==> src/pswc_defines.svh <==
`ifndef PSWC_DEFINES_SVH
`define PSWC_DEFINES_SVH

// Register byte offsets
`define PSWC_CTRL_OFF      12'h000
`define PSWC_STATUS_OFF    12'h004
`define PSWC_WAKE_EN_OFF   12'h008
`define PSWC_CAUSE_OFF     12'h00C
`define PSWC_TIMER_OFF     12'h010
`define PSWC_GPIO_CFG_OFF  12'h014
`define PSWC_CRIT_OFF      12'h018
`define PSWC_CRIT_CHK_OFF  12'h01C

// Control register fields
`define PSWC_CTRL_SLEEP    0
`define PSWC_CTRL_DOZE     1
`define PSWC_CTRL_SWRST    2

// Cause register fields
`define PSWC_CAUSE_POR     0
`define PSWC_CAUSE_EXTRST  1
`define PSWC_CAUSE_SWRST   2
`define PSWC_CAUSE_BROWN   3
`define PSWC_CAUSE_CRIT    4
`define PSWC_CAUSE_FORCE   5
`define PSWC_CAUSE_TIMER   6
`define PSWC_CAUSE_SRC     7
`define PSWC_CAUSE_GPIO    8
`define PSWC_CAUSE_W       9

// Wake source count: timer, sensor, tag, magnetic, loop
`define PSWC_NSRC          5
`define PSWC_NGPIO         4

// Reset values
`define PSWC_WAKE_EN_RST   5'h1F
`define PSWC_CRIT_RST      16'h0000

// Timing: clock 200 MHz
`define PSWC_CLK_MHZ       200
`define PSWC_FORCE_US      245
`define PSWC_FORCE_CYC     (`PSWC_FORCE_US * `PSWC_CLK_MHZ)
`define PSWC_DOZE_NS       45
`define PSWC_DOZE_CYC      ((`PSWC_DOZE_NS * `PSWC_CLK_MHZ) / 1000)
`define PSWC_RST_HOLD      8'h10
`define PSWC_PWR_SETTLE    8'h20

`endif

==> src/pswc_pkg.sv <==
package pswc_pkg;

   typedef enum logic [2:0] {
      PSWC_ST_RESET   = 3'b000,
      PSWC_ST_RESTORE = 3'b001,
      PSWC_ST_POWERUP = 3'b010,
      PSWC_ST_AWAKE   = 3'b011,
      PSWC_ST_DOZE    = 3'b100,
      PSWC_ST_ASLEEP  = 3'b101
   } pswc_state_t;

   typedef struct packed {
      logic        psel;
      logic        penable;
      logic        pwrite;
      logic [11:0] paddr;
      logic [31:0] pwdata;
   } pswc_apb_req_t;

   typedef struct packed {
      logic        pready;
      logic [31:0] prdata;
      logic        pslverr;
   } pswc_apb_rsp_t;

   typedef struct packed {
      logic core_pwr_en;
      logic io_pwr_en;
      logic osc_en;
      logic cpu_clk_en;
      logic core_rst_n;
   } pswc_pwr_t;

   typedef struct packed {
      logic req;
      logic done;
   } pswc_restore_t;

endpackage : pswc_pkg

==> src/pswc_power_manager.sv <==
// The register offsets and the APB register port are this design's own decisions.
`timescale 1ns/1ps
`include "pswc_defines.svh"

module pswc_power_manager (
   // Clock and reset
   input  wire logic                  pclk,
   input  wire logic                  presetn,
   // APB slave
   input  wire pswc_pkg::pswc_apb_req_t apb_req,
   output pswc_pkg::pswc_apb_rsp_t    apb_rsp,
   // Reset sources
   input  wire logic                  por_n,
   input  wire logic                  ext_reset_n,
   input  wire logic                  brownout,
   // Wake and interrupt sources
   input  wire logic                  hold_awake,
   input  wire logic [4:0]            wake_src,
   input  wire logic [3:0]            gpio_in,
   // Always-on memory restore handshake
   input  wire logic                  restore_done,
   output pswc_pkg::pswc_restore_t    restore,
   // Power and clock controls
   output pswc_pkg::pswc_pwr_t        pwr,
   output logic                       cpu_irq
);
   import pswc_pkg::*;

   localparam int FORCE_CYC = `PSWC_FORCE_CYC;

   pswc_state_t state_reg;
   logic [31:0] force_cnt_reg;
   logic        force_evt_reg;
   logic        force_seen_reg;
   logic [4:0]  wake_en_reg;
   logic [9:0]  cause_reg;
   logic [31:0] timer_reg;
   logic        timer_run_reg;
   logic [7:0]  gpio_cfg_reg;
   logic [3:0]  gpio_prev_reg;
   logic [3:0]  gpio_pend_reg;
   logic [15:0] crit_reg;
   logic [15:0] crit_chk_reg;
   logic [7:0]  seq_cnt_reg;
   logic        brown_seen_reg;
   logic        swrst_reg;
   logic [31:0] prdata_reg;
   logic        pready_reg;
   logic        pslverr_reg;
   logic        irq_reg;
   logic        restore_req_reg;

   logic        wr_en;
   logic        rd_en;
   logic        wake_any;
   logic        crit_fail;
   logic        rst_src;
   logic        timer_exp;
   logic [4:0]  src_hit;
   logic [3:0]  gpio_hit;
   logic [9:0]  cause_set;

   // Address decode helper
   function automatic logic hit(input logic [11:0] a, input logic [11:0] o);
      hit = (a == o);
   endfunction : hit

   // APB strobes, accepted in the access phase
   assign wr_en = apb_req.psel & apb_req.penable & apb_req.pwrite & pready_reg;
   assign rd_en = apb_req.psel & apb_req.penable & ~apb_req.pwrite;

   // Critical register consistency: copy must be bitwise inverse
   assign crit_fail = (crit_reg != ~crit_chk_reg);

   // Any reset source
   assign rst_src = ~por_n | ~ext_reset_n | swrst_reg | brownout
                    | crit_fail;

   // Timer expiry
   assign timer_exp = timer_run_reg & (timer_reg == 32'h0000_0001);

   // Wake sources gated by software enables; timer joins as source 0
   always_comb begin
      src_hit    = wake_src & wake_en_reg;
      src_hit[0] = (wake_src[0] | timer_exp) & wake_en_reg[0];
   end

   // GPIO interrupts: edge or level, only when CPU runs
   always_comb begin
      for (int i = 0; i < `PSWC_NGPIO; i++) begin
         if (gpio_cfg_reg[i+4]) begin
            gpio_hit[i] = gpio_cfg_reg[i] & gpio_in[i] & ~gpio_prev_reg[i];
         end else begin
            gpio_hit[i] = gpio_cfg_reg[i] & gpio_in[i];
         end
      end
      if (state_reg != PSWC_ST_AWAKE) begin
         gpio_hit = 4'h0;
      end
   end

   assign wake_any = (|src_hit) | force_evt_reg
                     | ((|gpio_pend_reg) & (state_reg == PSWC_ST_DOZE));

   // Causes raised this cycle
   always_comb begin
      cause_set = 10'h000;
      cause_set[`PSWC_CAUSE_FORCE] = force_evt_reg;
      cause_set[`PSWC_CAUSE_TIMER] = timer_exp;
      cause_set[`PSWC_CAUSE_SRC]   = |(src_hit & 5'h1E);
      cause_set[`PSWC_CAUSE_GPIO]  = |gpio_hit;
   end

   // Power state sequencer
   always_ff @(posedge pclk or negedge presetn) begin
      if (!presetn) begin
         state_reg   <= PSWC_ST_RESET;
         seq_cnt_reg <= 8'h00;
      end else if (rst_src) begin
         state_reg   <= PSWC_ST_RESET;
         seq_cnt_reg <= 8'h00;
      end else begin
         case (state_reg)
            PSWC_ST_RESET: begin
               seq_cnt_reg <= seq_cnt_reg + 8'h01;
               if (seq_cnt_reg == `PSWC_RST_HOLD) begin
                  state_reg <= PSWC_ST_RESTORE;
               end
            end
            PSWC_ST_RESTORE: begin
               if (restore_done) begin
                  state_reg <= PSWC_ST_POWERUP;
                  seq_cnt_reg <= 8'h00;
               end
            end
            PSWC_ST_POWERUP: begin
               seq_cnt_reg <= seq_cnt_reg + 8'h01;
               if (seq_cnt_reg == `PSWC_PWR_SETTLE) begin
                  state_reg <= PSWC_ST_AWAKE;
               end
            end
            PSWC_ST_AWAKE: begin
               if (wr_en && hit(apb_req.paddr, `PSWC_CTRL_OFF) &&
                   !hold_awake) begin
                  if (apb_req.pwdata[`PSWC_CTRL_SLEEP]) begin
                     state_reg <= PSWC_ST_ASLEEP;
                  end else if (apb_req.pwdata[`PSWC_CTRL_DOZE]) begin
                     state_reg <= PSWC_ST_DOZE;
                  end
               end
            end
            PSWC_ST_DOZE: begin
               if (wake_any || hold_awake) begin
                  state_reg <= PSWC_ST_AWAKE;
               end
            end
            PSWC_ST_ASLEEP: begin
               if (wake_any || hold_awake) begin
                  state_reg   <= PSWC_ST_POWERUP;
                  seq_cnt_reg <= 8'h00;
               end
            end
            default: state_reg <= PSWC_ST_RESET;
         endcase
      end
   end

   // Power, clock and core reset outputs
   always_ff @(posedge pclk or negedge presetn) begin
      if (!presetn) begin
         pwr <= '0;
      end else begin
         pwr.core_pwr_en <= (state_reg == PSWC_ST_POWERUP) ||
                            (state_reg == PSWC_ST_AWAKE) ||
                            (state_reg == PSWC_ST_DOZE);
         pwr.io_pwr_en   <= (state_reg == PSWC_ST_AWAKE) ||
                            (state_reg == PSWC_ST_DOZE);
         pwr.osc_en      <= (state_reg == PSWC_ST_POWERUP) ||
                            (state_reg == PSWC_ST_AWAKE) ||
                            (state_reg == PSWC_ST_DOZE);
         pwr.cpu_clk_en  <= (state_reg == PSWC_ST_AWAKE);
         pwr.core_rst_n  <= (state_reg == PSWC_ST_AWAKE) ||
                            (state_reg == PSWC_ST_DOZE);
      end
   end

   // Always-on memory restore request
   always_ff @(posedge pclk or negedge presetn) begin
      if (!presetn) begin
         restore_req_reg <= 1'b0;
      end else begin
         restore_req_reg <= (state_reg == PSWC_ST_RESTORE) &
                            ~restore_done;
      end
   end
   assign restore.req  = restore_req_reg;
   assign restore.done = 1'b0;

   // Hold-awake qualification counter
   always_ff @(posedge pclk or negedge presetn) begin
      if (!presetn) begin
         force_cnt_reg  <= 32'h0;
         force_evt_reg  <= 1'b0;
         force_seen_reg <= 1'b0;
      end else begin
         force_evt_reg <= 1'b0;
         if (!hold_awake) begin
            force_cnt_reg  <= 32'h0;
            force_seen_reg <= 1'b0;
         end else if (force_cnt_reg < FORCE_CYC - 1) begin
            force_cnt_reg <= force_cnt_reg + 32'h1;
         end else if (!force_seen_reg) begin
            force_evt_reg  <= 1'b1;
            force_seen_reg <= 1'b1;
         end
      end
   end

   // Always-on timer, counts in every state
   always_ff @(posedge pclk or negedge presetn) begin
      if (!presetn) begin
         timer_reg     <= 32'h0;
         timer_run_reg <= 1'b0;
      end else if (wr_en && hit(apb_req.paddr, `PSWC_TIMER_OFF)) begin
         timer_reg     <= apb_req.pwdata;
         timer_run_reg <= (apb_req.pwdata != 32'h0);
      end else if (timer_run_reg) begin
         timer_reg <= timer_reg - 32'h1;
         if (timer_reg == 32'h1) begin
            timer_run_reg <= 1'b0;
         end
      end
   end

   // Configuration registers, held through doze and sleep
   always_ff @(posedge pclk or negedge presetn) begin
      if (!presetn) begin
         wake_en_reg  <= `PSWC_WAKE_EN_RST;
         gpio_cfg_reg <= 8'h00;
         crit_reg     <= `PSWC_CRIT_RST;
         crit_chk_reg <= ~`PSWC_CRIT_RST;
      end else if (wr_en) begin
         if (hit(apb_req.paddr, `PSWC_WAKE_EN_OFF)) begin
            wake_en_reg <= apb_req.pwdata[4:0];
         end
         if (hit(apb_req.paddr, `PSWC_GPIO_CFG_OFF)) begin
            gpio_cfg_reg <= apb_req.pwdata[7:0];
         end
         if (hit(apb_req.paddr, `PSWC_CRIT_OFF)) begin
            crit_reg     <= apb_req.pwdata[15:0];
            crit_chk_reg <= ~apb_req.pwdata[15:0];
         end
      end
   end

   // Software reset request, self clearing one cycle after it is set
   always_ff @(posedge pclk or negedge presetn) begin
      if (!presetn) begin
         swrst_reg <= 1'b0;
      end else if (swrst_reg) begin
         swrst_reg <= 1'b0;
      end else if (wr_en && hit(apb_req.paddr, `PSWC_CTRL_OFF)) begin
         swrst_reg <= apb_req.pwdata[`PSWC_CTRL_SWRST];
      end
   end

   // GPIO edge memory and pending interrupts
   always_ff @(posedge pclk or negedge presetn) begin
      if (!presetn) begin
         gpio_prev_reg <= 4'h0;
         gpio_pend_reg <= 4'h0;
      end else begin
         gpio_prev_reg <= gpio_in;
         if (state_reg != PSWC_ST_AWAKE && state_reg != PSWC_ST_DOZE) begin
            gpio_pend_reg <= 4'h0;
         end else begin
            gpio_pend_reg <= gpio_hit | (gpio_cfg_reg[3:0] & gpio_pend_reg);
         end
      end
   end

   // Brownout memory survives the reset it causes
   always_ff @(posedge pclk or negedge presetn) begin
      if (!presetn) begin
         brown_seen_reg <= 1'b0;
      end else if (brownout) begin
         brown_seen_reg <= 1'b1;
      end else if (state_reg == PSWC_ST_AWAKE) begin
         brown_seen_reg <= 1'b0;
      end
   end

   // Cause register: set wins over a CPU clear
   always_ff @(posedge pclk or negedge presetn) begin
      if (!presetn) begin
         cause_reg <= 10'h001;
      end else begin
         if (wr_en && hit(apb_req.paddr, `PSWC_CAUSE_OFF)) begin
            cause_reg <= (cause_reg & ~apb_req.pwdata[9:0]) | cause_set;
         end else begin
            cause_reg <= cause_reg | cause_set;
         end
         if (~por_n) cause_reg[`PSWC_CAUSE_POR] <= 1'b1;
         if (~ext_reset_n) cause_reg[`PSWC_CAUSE_EXTRST] <= 1'b1;
         if (swrst_reg) cause_reg[`PSWC_CAUSE_SWRST] <= 1'b1;
         if (crit_fail) cause_reg[`PSWC_CAUSE_CRIT] <= 1'b1;
         if (brown_seen_reg && state_reg == PSWC_ST_AWAKE) begin
            cause_reg[`PSWC_CAUSE_BROWN] <= 1'b1;
         end
      end
   end

   // Merged interrupt to the CPU
   always_ff @(posedge pclk or negedge presetn) begin
      if (!presetn) begin
         irq_reg <= 1'b0;
      end else begin
         irq_reg <= (|src_hit) | (|gpio_pend_reg) | force_evt_reg
                    | (|cause_reg[`PSWC_CAUSE_GPIO:`PSWC_CAUSE_FORCE]);
      end
   end
   assign cpu_irq = irq_reg;

   // APB answer: one wait state on every access
   always_ff @(posedge pclk or negedge presetn) begin
      if (!presetn) begin
         pready_reg  <= 1'b0;
         prdata_reg  <= 32'h0;
         pslverr_reg <= 1'b0;
      end else begin
         pready_reg  <= apb_req.psel & apb_req.penable & ~pready_reg;
         pslverr_reg <= 1'b0;
         prdata_reg  <= 32'h0;
         if (rd_en && !pready_reg) begin
            case (apb_req.paddr)
               `PSWC_CTRL_OFF:     prdata_reg <= {31'h0, hold_awake};
               `PSWC_STATUS_OFF:   prdata_reg <= {24'h0, gpio_pend_reg,
                                                  1'b0, state_reg};
               `PSWC_WAKE_EN_OFF:  prdata_reg <= {27'h0, wake_en_reg};
               `PSWC_CAUSE_OFF:    prdata_reg <= {22'h0, cause_reg};
               `PSWC_TIMER_OFF:    prdata_reg <= timer_reg;
               `PSWC_GPIO_CFG_OFF: prdata_reg <= {24'h0, gpio_cfg_reg};
               `PSWC_CRIT_OFF:     prdata_reg <= {16'h0, crit_reg};
               `PSWC_CRIT_CHK_OFF: prdata_reg <= {16'h0, crit_chk_reg};
               default:            pslverr_reg <= 1'b1;
            endcase
         end else if (apb_req.psel && apb_req.penable && !pready_reg) begin
            case (apb_req.paddr)
               `PSWC_CTRL_OFF, `PSWC_WAKE_EN_OFF, `PSWC_CAUSE_OFF,
               `PSWC_TIMER_OFF, `PSWC_GPIO_CFG_OFF,
               `PSWC_CRIT_OFF: pslverr_reg <= 1'b0;
               default:        pslverr_reg <= 1'b1;
            endcase
         end
      end
   end
   assign apb_rsp.pready  = pready_reg;
   assign apb_rsp.prdata  = prdata_reg;
   assign apb_rsp.pslverr = pslverr_reg;

endmodule : pswc_power_manager

==> config.mk <==
export PLATFORM = sky130hd
export DESIGN_NAME = pswc_power_manager
export DESIGN_NICKNAME = d
export VERILOG_FILES = /design/src/pswc_pkg.sv /design/src/pswc_power_manager.sv
export VERILOG_INCLUDE_DIRS = /design/src /design/src/src
export SDC_FILE = /design/constraint.sdc
export NUM_CORES = 1
export LEC_CHECK = 0
export ABC_AREA = 1
export BUFFER_PORTS_ARGS = -buffer_cell sky130_fd_sc_hd__buf_2
export CAP_MARGIN = 20
export CORE_MARGIN = 8
export CORE_UTILIZATION = 52
export CTS_CLUSTER_SIZE = 8
export DETAILED_ROUTE_END_ITERATION = 10
export PLACE_DENSITY_LB_ADDON = 0.25
export SLEW_MARGIN = 10
export SYNTH_ARGS = -nofsm -noshare
export SYNTH_HDL_FRONTEND = slang
export SYNTH_SLANG_ARGS = --single-unit
==> constraint.sdc <==
create_clock -name pclk -period 4.1 [get_ports pclk]
set_input_delay 0.615 -clock pclk [delete_from_list [all_inputs] [get_ports pclk]]
set_output_delay 0.615 -clock pclk [all_outputs]
set_load 0.005 [all_outputs]
**Word level (Yosys, flattened, before mapping)**

Cells that the tools add are included.

- Bits in registers: 182
- Output and inout bits: 42

- Add/subtract/negate cells: 3
- Order comparisons: 1
- Eq/ne operators: 27
- Mux-type cells: 48
- Bitwise logic cells: 45
- Reductions and logical operators: 34

Operator list:

| cell | number |
|---|---|
| 32-bit case mux with 8 select lines | 1 |
| 32-bit 2-to-1 mux | 5 |
| 12-bit by 5-bit equality test with 1-bit output, second input constant | 4 |
| 32-bit by 1-bit adder with 32-bit output, second input constant | 1 |
| 32-bit by 1-bit equality test with 1-bit output, second input constant | 1 |
| 32-bit by 16-bit less-than comparator with 1-bit output, second input constant | 1 |
| 16-bit inverter | 2 |
| 32-bit nonzero test | 1 |
| 32-bit by 1-bit subtractor with 32-bit output, second input constant | 1 |
| 3-bit 2-to-1 mux | 9 |
| 1-bit 2-to-1 mux | 25 |
| 12-bit by 4-bit equality test with 1-bit output, second input constant | 2 |
| 8-bit 2-to-1 mux | 3 |
| 8-bit case mux with 3 select lines | 1 |
| 10-bit by 9-bit OR with 10-bit output | 2 |
| 3-bit inequality test, second input constant | 6 |
| 3-bit case mux with 6 select lines | 1 |
| 1-bit bitwise AND | 17 |
| 16-bit inequality test | 1 |
| 4-bit OR reduction | 4 |
| 12-bit by 3-bit equality test with 1-bit output, second input constant | 1 |
| 12-bit logical NOT | 1 |
| 10-bit bitwise AND | 1 |
| 10-bit 2-to-1 mux | 1 |
| 30 further kinds | 66 |

**Depth between registers and ports, before layout**

- Word-level depth: 11
- Mapped depth: 16
- Mapped depth without buffers: 16

**Worst setup path before layout**

OpenSTA, ideal clock, no wires.

- Path kind: input to register
- From: input apb_req[43] in the netlist's numbering
- To: register timer_reg[3]
- Setup time: 0.118 ns
- Arrival: 1.766 ns
- Data required time: 3.982 ns
- Path slack: 2.216 ns
- Stages: 11
- Path through: nor2_1 > nand2_1 > nor2_1 > nand2_4 > nor2_8 > inv_2 > nand2_2 > buf_6 > o22ai_1 > a21oi_1 > inv_1

- Cells in the longest elaborated chain, start to end: 3
- Elaborated cells between the ends (all ways): 4
- Classes of those cells: 1 x eq/ne; 1 x mux; 2 x reduce/logical

Ends and longest elaborated chain:

| element | line | text |
|---|---|---|
| from (decl) | pswc_power_manager.sv:10 | `input wire pswc_pkg::pswc_apb_req_t apb_req,` |
| 12-bit by 5-bit equality test with 1-bit output (*) | pswc_power_manager.sv:65 | `hit = (a == o);` |
| 1-bit logical AND (*) | pswc_power_manager.sv:224 | `` end else if (wr_en && hit(apb_req.paddr, `PSWC_TIMER_OFF)) begin `` |
| 32-bit 2-to-1 mux or 2-bit nonzero test (tied branches) | n/a |  |
| to (signal assigned) | pswc_power_manager.sv:225 | `timer_reg <= apb_req.pwdata;` |
| to (signal assigned) | pswc_power_manager.sv:228 | `timer_reg <= timer_reg - 32'h1;` |
| to (decl) | pswc_power_manager.sv:37 | `logic [31:0] timer_reg;` |

Mark *: on every way between the ends. The rest lies on a longest branch, timed or not.
A chain may end at the register's enable or synchronous reset.

**Final worst setup path**

- From: register pready_reg
- To: register timer_reg[0]

- Cells in the longest elaborated chain, start to end: 3
- Elaborated cells between the ends (all ways): 4
- Classes of those cells: 1 x mux; 1 x bitwise; 2 x reduce/logical

Ends and longest elaborated chain:

| element | line | text |
|---|---|---|
| from (decl) | pswc_power_manager.sv:48 | `logic pready_reg;` |
| from (signal assigned) | pswc_power_manager.sv:331 | `pready_reg <= apb_req.psel & apb_req.penable & ~pready_reg;` |
| 1-bit bitwise AND (*) | pswc_power_manager.sv:69 | `assign wr_en = apb_req.psel & apb_req.penable & apb_req.pwrite & pready_reg;` |
| 1-bit logical AND (*) | pswc_power_manager.sv:224 |  |
| 32-bit 2-to-1 mux or 2-bit nonzero test (tied branches) | n/a |  |

Marks and branches as above.

==> out/results.ini <==
[run_status]
outcome = finished clean

[worst_setup_path]
worst_r2r_endpoint = timer_reg[0]
worstPathMaxFanout = 23
worst_path_largest_cell_delay_ns = 0.48
worst_ep_arrival_time_ns = 2.88
path_cells = nand4_2, nor2_8, inv_2, nand2_2, inv_1, nand2_1, o221ai_1
required_ns = 4.39
slowest_stage = dfrtp_1
reg2reg_from = pready_reg
cp-end-kind = flop
cp-start-kind = flop
worstSetupPathType = flop to flop
r2r_slack_ns = 1.51
ff2ff_path_depth = 7

[floorplan]
fp.coreArea_um2 = 17200
initial_core_util = 0.530
pin_count = 105
dieArea_um2 = 22100
die_h_um = 149
die_w_um = 149
row_count = 48

[yosys]
yosysWarningCount = 0
syn_inst = 1103
synth_fa_ha_area_frac = 0.00685
ys_types = 49
synth-simple-area-share = 0.246
ys_ff_latch = 182
synthXorXnorAreaFrac = 0.0336
synth_nets = 1171
seq_area_frac_synth = 0.502
synth_mux_area_frac = 0
async_flop_share = 1.00
synth_flop_cell = dfrtp_1
synth_top_area_share = 0.438
synth_area_leaders = dfrtp_1, nand2_1, inv_1, dfstp_2, nor2_1
syn_avg_cell_area_um2 = 8.28
synth_compound_area_frac = 0.124
synth-edff-count = 0
yosysTopAreaCell = dfrtp_1
synth_top_family_by_area = simple AND/OR/NAND/NOR gates
syn_area_um2 = 9140

[finish]
drive_above_1_share = 0.166
nets = 1268
final_cells = 1438
antennaDiodeCount = 0
areaGrowthSynthToFinish_pct = 14.7

[detailed_routing]
firstDrtPassIters = 5
ant_nets = 0
viasPerCell = 5.47
drc = 0
drtIter0Drc = 618
drt_wl_total_um = 24000
vias = 7863
wl_per_cell_um = 16.7

[power]
netSwitchingFraction = 0.225
p_clk_frac = 0.466
power_frac_seq = 0.468
p_per_area_nw_per_um2 = 370
power_switching_uw = 872
ir_worst_vdd_uv = 294
comb_power_share = 0.066
p_int_uw = 3000
power_leakage_uw = 0.00547

[sta]
layout_min_cycle_time_ns = 2.59
fmax_mhz = 386
clock_skew_ns = 0.0122
maxSlewHeadroom = 0.495
timing.final.crit_share = 0.632
setup_viol = 0
fin_ws_ns = 1.51
tightest_slew_ns = 0.758
rsz0062_at_grt = no
fin_tns_setup_ns = 0
hold_viol_final = 0
finalMaxSlewViolations = 0

[clocking]
post_cts_buffers = 0
cts_root_buffer = clkbuf_16
htree_levels = 4
holdBufCountCts = 0
cts_buffers = 17
clk_pin_slew_ns = 0.06
cts_tree = done
cts.repair.resized = 0
clk_path_buf_depth = 2
cts_sinks = 182
worstSkewPairLatency_ns = 0.44

[run]
drv_cap = 0

[global_routing]
first_global_vias = 7734
antenna_found_initial = 0
grt_usage = 0.225
grt_max_degree = 83
grt.overflow.total = 0
grt_pass1_wl_um = 39500

[placement]
pre_cts_slack_ns = 1.16
globalplace.congestion = 0.905
dp_cells = 1406
dpl.hpwl_um = 17700
portBuffers = 103

[worst_hold_path]
hp-class = input port to asynchronous set/reset pin

-- worst max path at each step --
stage	startpoint	endpoint	slack, ns
floorplan	apb_req[43]	timer_reg[3]	2.22
global placement	apb_req[43]	timer_reg[1]	1.25
detailed placement	apb_req[43]	timer_reg[1]	1.16
CTS	pready_reg	timer_reg[0]	1.53
global route	pready_reg	timer_reg[0]	1.34
finish	pready_reg	timer_reg[0]	1.51
-- routing by layer --
layer	GRT usage	vias up	part of all wire
met5	0	-	0
met4	0.0994	0	0.031
met3	0.0453	50	0.063
met2	0.361	247	0.48
met1	0.288	3776	0.43
li1	-	3790	-
-- critical path, delay by kind of cell, from the launching register on --
family	cells	cell delay, ns
simple gates	4	1.29
buf+inv	2	0.53
flops	1	0.48
compound gates	1	0.11
-- cells in the final DEF (no fill, tap or decap), types with 3 or more instances in the layout --
cell type | synthesis | layout
clkinv_1 | 3 | 3
buf_4 | 7 | 3
nor2_1 | 124 | 124
nand2_4 | 3 | 3
inv_1 | 163 | 163
dfstp_2 | 22 | 22
nor3_2 | 4 | 4
inv_2 | 6 | 6
nor2_4 | 5 | 5
clkinvlp_4 | 0 | 4
nor3_1 | 33 | 33
o21ai_1 | 7 | 7
o22ai_1 | 23 | 23
ha_1 | 5 | 5
o211ai_1 | 11 | 11
nor2_2 | 6 | 6
o221ai_1 | 15 | 15
xor2_1 | 32 | 32
buf_2 | 8 | 102
clkbuf_16 | 0 | 17
xnor2_1 | 3 | 3
or2_2 | 3 | 3
nand2_2 | 7 | 7
o21bai_1 | 19 | 19
nand3_1 | 38 | 38
nand2_1 | 221 | 221
bufinv_16 | 0 | 5
o21ai_0 | 51 | 51
a21oi_1 | 42 | 42
a31oi_1 | 4 | 4
a221oi_1 | 4 | 4
nand4_1 | 28 | 28
dfrtp_1 | 160 | 160
nor4_1 | 12 | 12
-- cell usage after synthesis, types with 5 or more instances --
cell type,count
nand2_1,221
inv_1,163
dfrtp_1,160
nor2_1,124
o21ai_0,51
a21oi_1,42
nand3_1,38
nor3_1,33
xor2_1,32
nand4_1,28
o22ai_1,23
dfstp_2,22
o21bai_1,19
o221ai_1,15
clkbuf_1,12
nor4_1,12
o211ai_1,11
buf_2,8
buf_4,7
nand2_2,7
o21ai_1,7
inv_2,6
nor2_2,6
ha_1,5
nor2_4,5
-- through the flow --
step / utilization / hold WS, ns / power, uW / cell area [um^2]
global route: 0.608 / 0.280 / 4000 / 10500
detailed placement: 0.570 / 0.415 / 2100 / 9820
global placement: 0.570 / 0.416 / 2100 / 9820
finish: 0.608 / 0.213 / 3880 / 10500
CTS: 0.608 / 0.246 / 3900 / 10500
floorplan: - / 0.319 / 1980 / 9140
-- power by group through the flow --
stage	Sequential (uW)	Combinational, uW	Clock, uW
after floorplan	1840	137	0
after detailed placement	1850	256	0
after global routing	1810	290	1890
final	1810	257	1800
after global placement	1850	254	0
after CTS	1810	259	1830
-- cell families (layout without fill, tap and decap cells) --
group / count (synthesis) / count (layout)
AOI/OAI and AO/OA: 185 / 185
xor gates and xnor gates: 35 / 35
adders and majority gates: 5 / 5
buffers and inverters: 201 / 311
DFF: 182 / 182
other: 1 / 1
and+or+nand+nor: 494 / 494
-- layout make-up --
cell class | instances | area [um^2]
clock buffer | 20 | 457
tap | 225 | 282
fill | 1484 | 6760
inverter | 172 | 646
sequential | 182 | 4580
timing repair buffer | 107 | 564
clock inverter | 12 | 199
multi-input combinational | 720 | 3750
Note: power is estimated with default switching activity, not from simulation.
